$ cat config.mk
export PLATFORM = sky130hd
export DESIGN_NAME = fdo_cfg_top
export DESIGN_NICKNAME = d
export VERILOG_FILES = /design/src/core/fdo_pkg.sv /design/src/core/fdo_cfg_top.sv /design/src/core/fdo_pad_drv.sv
export SDC_FILE = /design/constraint.sdc
export NUM_CORES = 1
export LEC_CHECK = 0
export ABC_AREA = 1
export BUFFER_PORTS_ARGS = -buffer_cell sky130_fd_sc_hd__buf_4
export CAP_MARGIN = 20
export CORE_ASPECT_RATIO = 0.9
export CORE_MARGIN = 5
export CORE_UTILIZATION = 41
export CTS_CLUSTER_SIZE = 40
export DETAILED_ROUTE_END_ITERATION = 10
export HOLD_SLACK_MARGIN = 0.08
export MAX_ROUTING_LAYER = met4
export PLACE_DENSITY_LB_ADDON = 0.15
export SETUP_SLACK_MARGIN = 0.2
export SLEW_MARGIN = 40
export SYNTH_ARGS = -nofsm -noshare
export SYNTH_HDL_FRONTEND = slang
export SYNTH_HIERARCHICAL = 1
export SYNTH_SLANG_ARGS = --single-unit
export TNS_END_PERCENT = 5
$ cat constraint.sdc
create_clock -name pclk -period 1 [get_ports pclk]
set_input_delay 0.15 -clock pclk [delete_from_list [all_inputs] [get_ports pclk]]
set_output_delay 0.15 -clock pclk [all_outputs]
set_load 0.02 [all_outputs]
$ cat src/core/fdo_pkg.sv
/*
 * shared constants for the floppy output and density configuration block:
 * register indices, field positions, reset values and density codes.
 * assumes an apb slave with 32-bit data and one register per aligned word.
 */
package fdo_pkg;
    // register indices; byte address is four times the index
    localparam logic [7:0] FDO_IDX_OUT_CTRL = 8'hf0;
    localparam logic [7:0] FDO_IDX_OPTION = 8'hf1;
    localparam logic [7:0] FDO_IDX_STATUS = 8'hf2;
    localparam int FDO_ADDR_W = 12;
    localparam logic [FDO_ADDR_W-1:0] FDO_ADDR_OUT_CTRL = {2'h0, FDO_IDX_OUT_CTRL, 2'h0};
    localparam logic [FDO_ADDR_W-1:0] FDO_ADDR_OPTION = {2'h0, FDO_IDX_OPTION, 2'h0};
    localparam logic [FDO_ADDR_W-1:0] FDO_ADDR_STATUS = {2'h0, FDO_IDX_STATUS, 2'h0};
    // output control fields
    localparam int FDO_BIT_PUSH_PULL = 6;
    localparam int FDO_BIT_TRISTATE = 7;
    // option register fields
    localparam int FDO_DENS_LO = 2;
    localparam int FDO_DENS_HI = 3;
    localparam logic [7:0] FDO_OPTION_RSVD_MASK = 8'h03;
    // status fields
    localparam int FDO_STAT_DENS = 0;
    localparam int FDO_STAT_TRI = 1;
    localparam int FDO_STAT_PP = 2;
    // reset values
    localparam logic [7:0] FDO_OUT_CTRL_RST = 8'h00;
    localparam logic [7:0] FDO_OPTION_RST = 8'h00;
    // density select codes
    localparam logic [1:0] FDO_DENS_NORMAL = 2'h0;
    localparam logic [1:0] FDO_DENS_USER = 2'h1;
    localparam logic [1:0] FDO_DENS_FORCE1 = 2'h2;
    localparam logic [1:0] FDO_DENS_FORCE0 = 2'h3;
endpackage : fdo_pkg

$ cat src/core/fdo_cfg_top.sv
/*
 * apb register bank for floppy output driver style, output tri-state and
 * density select, with the pin drivers and parallel port copy of the outputs.
 * assumes controller outputs and density come from logic on pclk.
 */
`timescale 1ns/100ps
// Functional notes
// - output type bit one makes floppy outputs push-pull instead of open drain
// - output control bit seven zero, the default, keeps floppy outputs driven
// - output control bit seven one tri-states every floppy output
// - bits six and seven never affect the parallel port floppy pins
// - density codes 00 and 01 pass the normal density signal unchanged
// - density code 10 forces density one, code 11 forces zero
module fdo_cfg_top #(
    parameter int N_OUT = 8
) (
    // clock and reset
    input wire logic pclk,
    input wire logic presetn,
    // apb slave
    input wire logic psel,
    input wire logic penable,
    input wire logic pwrite,
    input wire logic [fdo_pkg::FDO_ADDR_W-1:0] paddr,
    input wire logic [31:0] pwdata,
    output logic [31:0] prdata,
    output logic pready,
    output logic pslverr,
    // controller side
    input wire logic [N_OUT-1:0] fdc_out,
    input wire logic dens_in,
    // floppy pins, density on the top bit
    output logic [N_OUT:0] fdd_pin_o,
    output logic [N_OUT:0] fdd_pin_oe,
    // parallel port copy of the floppy outputs
    output logic [N_OUT:0] pp_fdd_o
);
    import fdo_pkg::*;

    initial
    begin
        if (N_OUT < 1)
            $error("fdo_cfg_top: at least one floppy output needed");
    end

    typedef struct packed {
        logic [7:0] out_ctrl;
        logic [7:0] option;
        logic [N_OUT:0] drv;
        logic [31:0] rdata;
        logic ready;
        logic slverr;
    } fdo_st_t;

    fdo_st_t st_ff;
    fdo_st_t nxt_st;
    logic setup;
    logic access;

    // density selected from the option field
    function automatic logic fdo_dens_pick(input logic [1:0] sel, input logic din);
        logic v;
        v = din;
        unique case (sel)
            FDO_DENS_NORMAL: v = din;
            FDO_DENS_USER: v = din;
            FDO_DENS_FORCE1: v = 1'b1;
            FDO_DENS_FORCE0: v = 1'b0;
        endcase
        return v;
    endfunction : fdo_dens_pick

    // address decode, used on both read and write
    function automatic logic fdo_mapped(input logic [FDO_ADDR_W-1:0] a);
        return (a == FDO_ADDR_OUT_CTRL) || (a == FDO_ADDR_OPTION) || (a == FDO_ADDR_STATUS);
    endfunction : fdo_mapped

    assign setup = psel && !penable;
    assign access = psel && penable;

    // next state: bus answer, register writes and output pipeline
    always_comb
    begin
        nxt_st = st_ff;
        nxt_st.drv = {fdo_dens_pick(st_ff.option[FDO_DENS_HI:FDO_DENS_LO], dens_in), fdc_out};
        // answer prepared in setup, shown in the access cycle
        nxt_st.ready = setup;
        nxt_st.slverr = setup && !fdo_mapped(paddr);
        nxt_st.rdata = '0;
        if (setup && !pwrite)
        begin
            unique case (1'b1)
                paddr == FDO_ADDR_OUT_CTRL: nxt_st.rdata[7:0] = st_ff.out_ctrl;
                paddr == FDO_ADDR_OPTION: nxt_st.rdata[7:0] = st_ff.option;
                paddr == FDO_ADDR_STATUS:
                begin
                    nxt_st.rdata[FDO_STAT_DENS] = st_ff.drv[N_OUT];
                    nxt_st.rdata[FDO_STAT_TRI] = st_ff.out_ctrl[FDO_BIT_TRISTATE];
                    nxt_st.rdata[FDO_STAT_PP] = st_ff.out_ctrl[FDO_BIT_PUSH_PULL];
                end
                default: nxt_st.rdata = '0;
            endcase
        end
        // writes land at the access edge that sees pready high
        if (access && pwrite && st_ff.ready)
        begin
            if (paddr == FDO_ADDR_OUT_CTRL)
                nxt_st.out_ctrl = pwdata[7:0];
            if (paddr == FDO_ADDR_OPTION)
                nxt_st.option = pwdata[7:0] & ~FDO_OPTION_RSVD_MASK;
        end
    end

    // state register
    always_ff @(posedge pclk or negedge presetn)
    begin
        if (!presetn)
        begin
            st_ff <= '0;
            st_ff.out_ctrl <= FDO_OUT_CTRL_RST;
            st_ff.option <= FDO_OPTION_RST;
        end
        else
            st_ff <= nxt_st;
    end

    // pin drivers follow the output control bits
    fdo_pad_drv #(
        .W(N_OUT + 1)
    ) u_pad (
        .pclk(pclk),
        .presetn(presetn),
        .push_pull(st_ff.out_ctrl[FDO_BIT_PUSH_PULL]),
        .tristate(st_ff.out_ctrl[FDO_BIT_TRISTATE]),
        .data(st_ff.drv),
        .pin_o(fdd_pin_o),
        .pin_oe(fdd_pin_oe)
    );

    // parallel port copy ignores driver style and tri-state
    assign pp_fdd_o = st_ff.drv;
    assign prdata = st_ff.rdata;
    assign pready = st_ff.ready;
    assign pslverr = st_ff.slverr;

    // checks
    logic pp_mode;
    logic od_mode;
    assign pp_mode = st_ff.out_ctrl[FDO_BIT_PUSH_PULL] && !st_ff.out_ctrl[FDO_BIT_TRISTATE];
    assign od_mode = !st_ff.out_ctrl[FDO_BIT_PUSH_PULL] && !st_ff.out_ctrl[FDO_BIT_TRISTATE];
endmodule : fdo_cfg_top

$ cat src/core/fdo_pad_drv.sv
/*
 * per-pin output driver for the floppy interface: open drain, push-pull or
 * tri-stated, selected by two configuration levels. assumes inputs are on pclk.
 */
`timescale 1ns/100ps
module fdo_pad_drv #(
    parameter int W = 8
) (
    // clock and reset
    input wire logic pclk,
    input wire logic presetn,
    // configuration and data
    input wire logic push_pull,
    input wire logic tristate,
    input wire logic [W-1:0] data,
    // pin side
    output logic [W-1:0] pin_o,
    output logic [W-1:0] pin_oe
);
    initial
    begin
        if (W < 1)
            $error("fdo_pad_drv: width must be at least one");
    end

    typedef struct packed {
        logic [W-1:0] o;
        logic [W-1:0] oe;
    } fdo_pad_st_t;

    fdo_pad_st_t st_ff;
    fdo_pad_st_t nxt_st;
    wire [W-1:0] bit_o;
    wire [W-1:0] bit_oe;

    // per bit driver choice: push-pull drives the level, open drain only pulls low
    generate
        for (genvar i = 0; i < W; i++)
        begin : g_bit
            assign bit_o[i] = push_pull && !tristate && data[i];
            assign bit_oe[i] = !tristate && (push_pull || !data[i]);
        end
    endgenerate

    // next pad state in one place
    always_comb
    begin
        nxt_st.o = bit_o;
        nxt_st.oe = bit_oe;
    end

    // register pad state
    always_ff @(posedge pclk or negedge presetn)
    begin
        if (!presetn)
            st_ff <= '0;
        else
            st_ff <= nxt_st;
    end

    assign pin_o = st_ff.o;
    assign pin_oe = st_ff.oe;
endmodule : fdo_pad_drv

==> results.txt, run 1 <==
----------------------------------------------------
[Finish]
  Final net count ... 381
  Post-layout util ... 0.577
  Final instance area ... 3230 um^2
  Antenna diode count ... 0
  Layout cell share with drive strength beyond 1 ... 0.364
  Growth of design area from synthesis to finish ... 38.9%
  Count of placed standard cells in the final layout, fillers left out ... 394

[Global route]
  Antenna violations before repair ... 0
  Global-route wire length before repair ... 7300 um
  Via count of the first global-routing pass ... 1574
  Total Routing Usage GR ... 0.131
  Largest net degree at the start of global routing ... 26
  Aggregate global routing overflow ... 0

[Detailed routing]
  Drt initial violations ... 39
  Total number of vias ... 1641
  Antenna viol nets, final ... 0
  Count of unresolved DRC violations after routing ... 0
  TritonRoute pass-1 iters ... 5
  Via-per-instance ratio ... 4.16
  Routed WL ... 4460 um
  Per-cell routed wire length ... 11.3 um

[Timing]
  Final WS setup ... -0.0984 ns
  Final Setup Violations ... 16
  Final worst path period share ... 1.10
  Maximum achievable frequency ... 910 MHz
  Worst Skew ... 0.00435 ns
  RSZ-0062 raised after global routing ... yes
  Number of hold-slack violations in the final timing report ... 0
  Number of slew-limit violations in the final report ... 0
  Clock period minus final worst setup slack ... 1.10 ns

[Worst setup path]
  Critical Path, Cell by Cell ... buf_6 > buf_6
  Buffers plus inverters on the worst setup path ... 2
  Flop-to-flop setup slack ... -0.07 ns
  Slowest stage cell on the critical path ... dfrtp_2
  Maximum fanout encountered on the critical timing path ... 2
  Crit. Startpoint ... pready
  Kind of critical path ... register to output port
  Reg-to-reg critical path startpoint ... pready
  Endpoint kind of the worst setup timing path ... output port
  Peak per-stage delay on the critical path ... 0.43 ns
  Critical path startpoint category ... register
  Endpoint required time on the critical path ... 0.85 ns
  Kind of cell with the highest combined delay on the critical path ... flip-flops
  Critical path arrival ... 0.95 ns
  Critical Path Most Common Cell ... buf_6

[Synthesis]
  Multiplexer share of the synthesized area ... 0
  Post-Synth Simple-Gate Area ... 0.192
  Main combinational cell family by area after synthesis ... buffers and inverters
  Gate count after technology mapping ... 240
  Count of distinct cell types in the synthesized netlist ... 22
  Part of the Yosys area used for sequential elements ... 0.549
  Fraction of synthesized cell area taken by the top area cell type ... 0.549
  Flip-flop and latch count after synthesis ... 51
  Area contributors post-synth ... dfrtp_1 (55%), buf_4 (13%), nand2_1 (7.9%)
  Adder-cell share of the synthesized area ... 0
  Syn_area_per_cell ... 9.68 um^2
  Compound-gate portion of the synthesized area ... 0.0592
  Most area-hungry cell type in the Yosys netlist ... dfrtp_1
  Combined area of all synthesized cells ... 2320 um^2
  Xor-xnor portion of the synthesized cell area ... 0
  Yosys warning total ... 6

[Place]
  Post-placement cell count ... 369
  Placed wire-length estimate after detailed placement ... 3420 um
  Count of buffers from port buffering ... 70
  Routability cong. ... 0.824
  Cell area reported after detailed placement ... 2790 um^2

[Pwr]
  Largest voltage drop on the vdd net ... 0.678 mV
  Standby leakage power ... 1.75 nW
  P per Cell Area ... 1170 nW/um^2

[Clock tree]
  Clock buffer count from CTS ... 5
  Library cell used as clock root buffer ... clkbuf_8
  Clock input transition at the sequential cells of the worst setup and hold paths ... 0.08 ns
  Largest buffer count on any clock path ... 2
  CTS sink cnt ... 51
  Total setup buffers inserted after CTS ... 0
  CTS tree ... yes
  CTS H-tree depth ... 2
  Skew-Pair Late Insertion Delay ... 0.29 ns

[Floorplan]
  Area of the placeable core ... 5600 um^2
  Boundary Pins ... 119
  Starting Density ... 0.415
  Overall die area ... 7270 um^2
  Overall die width ... 89.4 um
  Core Rows ... 26
  Vertical extent of the die ... 81.4 um

[Worst hold path]
  Start point of the worst hold path ... pwdata[2]
  Worst hold path class ... primary input to register

[Job]
  Number of maximum-capacitance violations ... 0

[Outcome]
  Result of the run ... finished, violations left
  Failing checks ... negative setup slack

----------------------------------------------------
## logic make-up (layout without fill, tap and decap cells)
| family | after synthesis | after routing |
|---|---|---|
| AOI/OAI and AO/OA | 23 | 23 |
| other | 1 | 24 |
| buffers and inverters | 74 | 134 |
| and+or+nand+nor | 91 | 92 |
| DFF | 51 | 51 |
## cell usage in the layout, fill, tap and decap left out, types with 3 or more instances in the layout
| master | n |
|---|---|
| dfrtp_1 | 49 |
| nand2_1 | 42 |
| buf_6 | 39 |
| buf_4 | 38 |
| inv_1 | 28 |
| conb_1 | 24 |
| nand3_1 | 16 |
| dlygate4sd3_1 | 16 |
| nor2_1 | 13 |
| nand2_2 | 8 |
| nor2_4 | 6 |
| o21ai_1 | 6 |
| o21ai_2 | 6 |
| o21ai_0 | 5 |
| a21oi_1 | 5 |
| clkbuf_8 | 5 |
| buf_12 | 3 |
## layer usage
metal | vias up | routed length (um) | global-route usage
met1 | 740 | 1930 | 0.175
li1 | 836 | - | -
met4 | 0 | 37 | 0.0357
met2 | 61 | 2170 | 0.207
met5 | - | 0 | -
met3 | 4 | 324 | 0.0231
## per-stage QoR
stage | TNS, ns | hold WS [ns] | worst slack, ns | power [W]
finish | -0.686 | 0.0877 | -0.0984 | 0.00376
CTS | -1.13 | 0.0834 | -0.105 | 0.00381
floorplan | -0.563 | -0.146 | -0.0830 | 0.00246
detailed placement | -3.05 | 0.0699 | -0.173 | 0.00261
global route | -2.10 | 0.0858 | -0.152 | 0.00396
global placement | -3.09 | 0.0694 | -0.162 | 0.00261
## worst paths after layout
path | cells past startpoint | endpoint
min reg2reg | 1 | pp_fdd_o[8]
max in group asynchronous | 3 | u_pad/pin_o[6]
max reg2reg | 6 | st_ff[48]
min | 3 | st_ff[53]
max | 2 | pready
min in group asynchronous | 2 | u_pad/pin_oe[1]
## worst min-delay path: cells and delay by family
family | cells | cell delay [ns]
and+or+nand+nor | 2 | 0.11
buffers and inverters | 1 | 0.09
## synth_stat cells
cell,count
buf_4,41
nor2_2,1
nor2_4,4
inv_4,1
buf_6,2
o21ai_0,10
inv_1,29
dfrtp_1,51
o21ai_2,6
buf_8,1
nand2_1,49
nand2_8,1
nand2_4,1
nand3_1,16
nand3_2,1
a21oi_1,6
nor2_1,15
nand2_2,1
conb_1,1
and2_1,1
o21ai_1,1
nor2_8,1
## where the power goes
group	switching, W	internal (W)	leakage [nW]
Clock	0.000614	0.000489	0.0412
Sequential	0.0000253	0.00210	0.655
Combinational	0.000284	0.000247	1.05
## state kept, by name, indices dropped and copies added (netlist names)
| signal | flops |
|---|---|
| st_ff | 14 |
| pready | 1 |
| pslverr | 1 |
| u_pad/pin_oe | 9 |
| prdata | 8 |
| u_pad/pin_o | 9 |
| pp_fdd_o | 9 |
## repair_timing
| item | CTS | global route |
|---|---|---|
| endpoints found under the hold margin | 66 | 0 |
| endpoints found under the setup margin | 75 | 86 |
| cloned | 1 | 0 |
| pin swaps | 1 | 8 |
| hold buffers | 16 | 0 |
| resized for setup | 43 | 12 |
## layout make-up
type	count	area [um^2]
sequential	51	1280
clock inverter	2	12.5
fill	497	2370
multi-input combinational	139	716
inverter	30	115
clock buffer	6	72.6
timing repair buffer	96	945
tap	70	87.6
Note: power is estimated with default switching activity, not from simulation.
==> run 2, diff against run 1 <==
CORE_UTILIZATION = 40   (was 41)
CTS_CLUSTER_SIZE = 20   (was 40)
SYNTH_HIERARCHICAL = unset   (was 1)
==> run 2 against run 1 <==
Compared with the run above:
- final area rose by 2.8%
- register-to-register slack improved by 0.03 ns
- clock power rose by 39%
- the run still ends with negative setup slack left
- worst hold slack got worse by 0.0088 ns
- highest routed layer unchanged
- clock skew rose by 0.0063 ns
- via count rose by 1.8%
- routed wire length rose by 17%
- utilization rose by 4.3 points
==> results.txt, run 2 <==
----------------------------------------------------
[Synthesis]
  Area contributors post-synth ... dfrtp_1 (57%), buf_4 (14%), nand2_1 (6.2%)
  Flip-flop and latch count after synthesis ... 51
  Fraction of registers with async set or reset after synthesis ... 1.00
  Number of synthesized flops with an enable pin ... 0
  Leading register cell type out of synthesis ... dfrtp_1
  Most frequent cell after synthesis ... dfrtp_1
  Most area-hungry cell type in the Yosys netlist ... dfrtp_1
  Most common library cells after synthesis ... dfrtp_1 (51), buf_4 (42), nand2_1 (37)
  Yosys warning total ... 0
  Count of distinct cell types in the synthesized netlist ... 21
  Part of the Yosys area used for sequential elements ... 0.568
  Combined area of all synthesized cells ... 2250 um^2
  Gate count after technology mapping ... 229
  Fraction of synthesized cell area taken by the top area cell type ... 0.568
  Syn_area_per_cell ... 9.82 um^2

[Pwr]
  Switching power total ... 0.000978 W
  Seq pwr share ... 0.513
  Pint ... 0.00312 W
  Standby leakage power ... 1.78 nW
  Relative contribution of the clock network to total power ... 0.374
  Largest voltage drop on the vdd net ... 0.563 mV
  Combinational share of power ... 0.113
  Switching power share of the total ... 0.239
  P per Cell Area ... 1240 nW/um^2

[Clock tree]
  Largest buffer count on any clock path ... 2
  CTS tree ... yes
  Skew-Pair Late Insertion Delay ... 0.31 ns
  Library cell used as clock root buffer ... clkbuf_8
  Clock input transition at the sequential cells of the worst setup and hold paths ... 0.10 ns
  Clock buffer count from CTS ... 5
  CTS H-tree depth ... 2
  CTS sink cnt ... 51

[Detailed routing]
  Per-cell routed wire length ... 13.4 um
  Drt initial violations ... 42
  TritonRoute pass-1 iters ... 4
  Total number of vias ... 1671
  Via-per-instance ratio ... 4.31
  Count of unresolved DRC violations after routing ... 0
  Routed WL ... 5200 um
  Antenna viol nets, final ... 0

[Finish]
  Area of combinational cells with multiple inputs ... 741 um^2
  Most common cell after layout, fill and taps aside ... dfrtp_1
  Number of flip-flops under the largest register name ... 14
  Commonest cells after routing, fill and taps aside ... dfrtp_1 (50), buf_6 (43), buf_4 (42)
  Top reg by flops ... st_ff
  Area taken by flip-flops and latches ... 1280 um^2
  Layout cell share with drive strength beyond 1 ... 0.389
  Post-layout util ... 0.620
  Filler cell count ... 462
  Growth of design area from synthesis to finish ... 47.5%
  Final net count ... 378
  Count of placed standard cells in the final layout, fillers left out ... 388
  Antenna diode count ... 0

[Timing]
  Final worst path period share ... 1.05
  Clock period minus final worst setup slack ... 1.05 ns
  Final Setup Violations ... 20
  Maximum achievable frequency ... 957 MHz
  Number of slew-limit violations in the final report ... 0
  Setup TNS ... -0.335 ns
  RSZ-0062 raised after global routing ... yes
  Number of hold-slack violations in the final timing report ... 0
  Final WS setup ... -0.0454 ns
  Worst Skew ... 0.0107 ns

[Floorplan]
  Overall die width ... 89.0 um
  Starting Density ... 0.420
  Boundary Pins ... 119
  Core Rows ... 25
  Overall die area ... 7220 um^2
  Vertical extent of the die ... 81.1 um
  Area of the placeable core ... 5350 um^2

[Worst setup path]
  Critical Path, Cell by Cell ... buf_6
  Endpoint kind of the worst setup timing path ... output port
  Instance count on the critical path ... 1
  Endpoint required time on the critical path ... 0.85 ns
  Kind of critical path ... register to output port
  Maximum fanout encountered on the critical timing path ... 3
  Buffers plus inverters on the worst setup path ... 1
  Worst R2R Path Depth ... 4
  Critical path arrival ... 0.90 ns
  Peak per-stage delay on the critical path ... 0.45 ns
  Kind of cell with the highest combined delay on the critical path ... flip-flops
  Slowest stage cell on the critical path ... dfrtp_2
  Critical path startpoint category ... register

[Worst hold path]
  Worst hold path class ... primary input to register
  Worst Hold Depth ... 3

[Outcome]
  Failing checks ... negative setup slack
  Result of the run ... finished, violations left

[Place]
  Count of buffers from port buffering ... 70
  Routability cong. ... 0.766
  Placed wire-length estimate after detailed placement ... 3550 um
  Post-placement cell count ... 358
  Post-placement worst setup slack ... -0.299 ns

[Global route]
  Antenna violations before repair ... 0
  Total Routing Usage GR ... 0.152
  Global-route wire length before repair ... 8100 um
  Via count of the first global-routing pass ... 1668
  Aggregate global routing overflow ... 0
  Largest net degree at the start of global routing ... 26

[Job]
  Number of maximum-capacitance violations ... 0

----------------------------------------------------
[run 2: final timing paths]
path                       slack, ns     endpoint  startpoint
setup / recovery               -0.05       pready      pready
hold / removal                  0.08  pp_fdd_o[8]     dens_in
setup reg to reg               -0.04    st_ff[46]      pready
hold reg to reg                 0.49  pp_fdd_o[8]   st_ff[45]
max in group asynchronous       0.32  pp_fdd_o[7]     presetn
min in group asynchronous       0.23    st_ff[57]     presetn
[run 2: power by group through the flow]
stage               logic (W)  clock network [W]  registers, W
CTS                  0.000457            0.00155       0.00210
detailed placement   0.000369                  0       0.00214
floorplan            0.000237                  0       0.00214
finish               0.000461            0.00153       0.00210
global route         0.000500            0.00165       0.00211
global placement     0.000369                  0       0.00214
[run 2: logic make-up (layout without fill, tap and decap cells)]
family,Yosys count,count (layout),synth area share
buffers and inverters,69,136,0.189
DFF,51,51,0.568
other,1,24,0.00167
AOI/OAI and AO/OA,32,32,0.0729
and+or+nand+nor,76,78,0.169
[run 2: metrics by stage]
stage / power, W / hold WS [ns] / area [um^2]
after floorplan: 0.00238 / -0.146 / 2340
after global placement: 0.00251 / 0.0290 / 2730
after detailed placement: 0.00251 / 0.0289 / 2730
after CTS: 0.00411 / 0.0817 / 3260
after global routing: 0.00425 / 0.0977 / 3320
final: 0.00410 / 0.0789 / 3320
[run 2: timing repair]
action / in CTS / in global routing
hold buffers: 17 / 0
pin swaps: 23 / 17
buffers inserted: 3 / 0
gates cloned: 2 / 0
endpoints found under the hold margin: 73 / 0
setup endpoints to repair: 78 / 78
gates resized for setup: 54 / 15
[run 2: cell type report]
class                           count  area share
Clock buffer                        6      0.0249
Sequential cell                    51       0.385
Multi-Input combinational cell    134       0.223
Inverter                           25      0.0309
Tap cell                           67      0.0253
Clock inverter                      2      0.0117
Timing Repair Buffer              103       0.298
[run 2: routing by layer]
metal	global-route usage	part of all wire	wire, um	vias up
met5	-	0	0	-
met2	0.235	0.49	2530	65
li1	-	-	-	836
met1	0.203	0.42	2200	765
met4	0.0491	0.014	74	0
met3	0.0284	0.075	390	5
==> run 3, diff against run 2 <==
SKIP_LAST_GASP = 1   (was unset)
==> run 3 against run 2 <==
Compared with the run above:
- the flow still finishes with violations (negative setup slack)
- sequential power is essentially flat
- utilization shrank 4.4 points
- total power is 0.92% lower
- critical path depth unchanged
- worst setup slack improved by 0.0035 ns
- count of clock-buffer cells in the layout is the same
- non-clock buffer count unchanged
- critical endpoint unchanged
==> results.txt, run 3 (synthesis gave the netlist of run 2 again) <==
----------------------------------------------------
[Outcome]
  Result of the run ... finished, violations left
  Failing checks ... negative setup slack

[Clock tree]
  CTS sink cnt ... 51
  Clock input transition at the sequential cells of the worst setup and hold paths ... 0.09 ns
  Skew-Pair Late Insertion Delay ... 0.31 ns
  Largest buffer count on any clock path ... 2
  Clock buffer count from CTS ... 5
  Library cell used as clock root buffer ... clkbuf_8
  CTS H-tree depth ... 2
  CTS tree ... yes

[Floorplan]
  Overall die area ... 7220 um^2
  Area of the placeable core ... 5350 um^2
  Starting Density ... 0.420
  Vertical extent of the die ... 81.1 um
  Boundary Pins ... 119
  Overall die width ... 89.0 um
  Core Rows ... 25

[Pwr]
  P per Cell Area ... 1320 nW/um^2
  Largest voltage drop on the vdd net ... 0.645 mV
  Standby leakage power ... 1.68 nW

[Timing]
  Final worst path period share ... 1.04
  Number of hold-slack violations in the final timing report ... 0
  Worst Skew ... 0.00558 ns
  Final Setup Violations ... 20
  Setup TNS ... -0.406 ns
  Number of slew-limit violations in the final report ... 0
  Clock period minus final worst setup slack ... 1.04 ns
  Maximum achievable frequency ... 960 MHz
  RSZ-0062 raised after global routing ... yes
  Final WS setup ... -0.0419 ns

[Worst setup path]
  Endpoint required time on the critical path ... 0.85 ns
  Buffers plus inverters on the worst setup path ... 1
  Kind of critical path ... register to output port
  Slowest stage cell on the critical path ... dfrtp_2
  Peak per-stage delay on the critical path ... 0.45 ns
  Critical path startpoint category ... register
  Maximum fanout encountered on the critical timing path ... 3
  Endpoint kind of the worst setup timing path ... output port
  Kind of cell with the highest combined delay on the critical path ... flip-flops
  Critical Path, Cell by Cell ... buf_6
  Critical path arrival ... 0.89 ns

[Detailed routing]
  Via-per-instance ratio ... 4.29
  Count of unresolved DRC violations after routing ... 0
  Total number of vias ... 1666
  Routed WL ... 4910 um
  Antenna viol nets, final ... 0
  Drt initial violations ... 72
  TritonRoute pass-1 iters ... 4
  Per-cell routed wire length ... 12.7 um

[Place]
  Placed wire-length estimate after detailed placement ... 3550 um
  Count of buffers from port buffering ... 70
  Routability cong. ... 0.766

[Finish]
  Antenna diode count ... 0
  Final net count ... 378
  Layout cell share with drive strength beyond 1 ... 0.343
  Commonest cells after routing, fill and taps aside ... buf_4 (84), dfrtp_1 (50), nand2_1 (37)
  Growth of design area from synthesis to finish ... 37.1%
  Post-layout util ... 0.576
  Top reg by flops ... st_ff
  Most common cell after layout, fill and taps aside ... buf_4
  Number of flip-flops under the largest register name ... 14

[Job]
  Number of maximum-capacitance violations ... 0

[Global route]
  Total Routing Usage GR ... 0.146
  Global-route wire length before repair ... 7770 um
  Antenna violations before repair ... 0
  Aggregate global routing overflow ... 0
  Via count of the first global-routing pass ... 1634
  Largest net degree at the start of global routing ... 26

[Worst hold path]
  Worst hold path class ... primary input to register

----------------------------------------------------
[run 3: cell count changes in the layout (fill, tap and decap cells not counted), moves of 2 or more]
cell,change
buf_4,+42
buf_6,-42
a21oi_1,+6
a21oi_2,-6
nand2_1,+6
nand2_4,-4
nand2_2,-2
[run 3: final timing paths]
| kind | end | startpoint | slack, ns | cells after the start |
|---|---|---|---|---|
| max in group asynchronous | pp_fdd_o[7] | presetn | 0.32 | 3 |
| min reg2reg | u_pad.pin_oe[1] | pp_fdd_o[1] | 0.47 | 1 |
| max | pready | pready | -0.04 | 1 |
| max reg2reg | st_ff[46] | pready | -0.04 | 4 |
| min | pp_fdd_o[8] | dens_in | 0.08 | 3 |
| min in group asynchronous | st_ff[54] | presetn | 0.23 | 2 |
[run 3: layer usage]
| layer | wire length, um | vias to the layer above | GRT usage |
|---|---|---|---|
| li1 | - | 839 | - |
| met1 | 2200 | 755 | 0.194 |
| met2 | 2260 | 67 | 0.225 |
| met3 | 378 | 5 | 0.0284 |
| met4 | 74 | 0 | 0.0491 |
| met5 | 0 | - | - |
[run 3: final cells by class]
type                    count  area [um^2]
well taps                  67         83.8
multi-input cells         134          674
clock inverters             2         38.8
inverters                  25         93.8
fillers                   487         2270
flip-flops and latches     51         1280
repair buffers            103          832
clock buffers               6         82.6
[run 3: what timing repair did]
item | CTS | global route
cloned | 2 | 0
buffers inserted | 3 | 0
hold endpoints to repair | 73 | 0
pin swaps | 3 | 3
endpoints found under the setup margin | 78 | 78
gates resized for setup | 2 | 4
hold buffers | 17 | 0
[run 3: worst reg2reg max path, cell delays in order, from the launching register on]
cell	delay, ns
dfrtp_2	0.41
nand4_4	0.17
nor2_4	0.24
nand2_1	0.08
o21ai_1	0.07
[run 3: power breakdown]
part / leakage (nW) / switching [W] / internal, W
Sequential: 0.659 / 0.0000159 / 0.00208
Clock: 0.0618 / 0.000699 / 0.000823
Combinational: 0.960 / 0.000244 / 0.000194
[run 3: per-stage QoR]
step / setup WS [ns] / hold slack [ns] / instance area [um^2] / power, W / instances
final: -0.0419 / 0.0828 / 3080 / 0.00406 / 388
after global routing: -0.106 / 0.0996 / 3080 / 0.00422 / 388
after CTS: -0.0491 / 0.0817 / 3070 / 0.00408 / 388
after detailed placement: -0.299 / 0.0289 / 2730 / 0.00251 / 358
after global placement: -0.306 / 0.0290 / 2730 / 0.00251 / 358
after floorplan: -0.0368 / -0.146 / 2340 / 0.00238 / 252
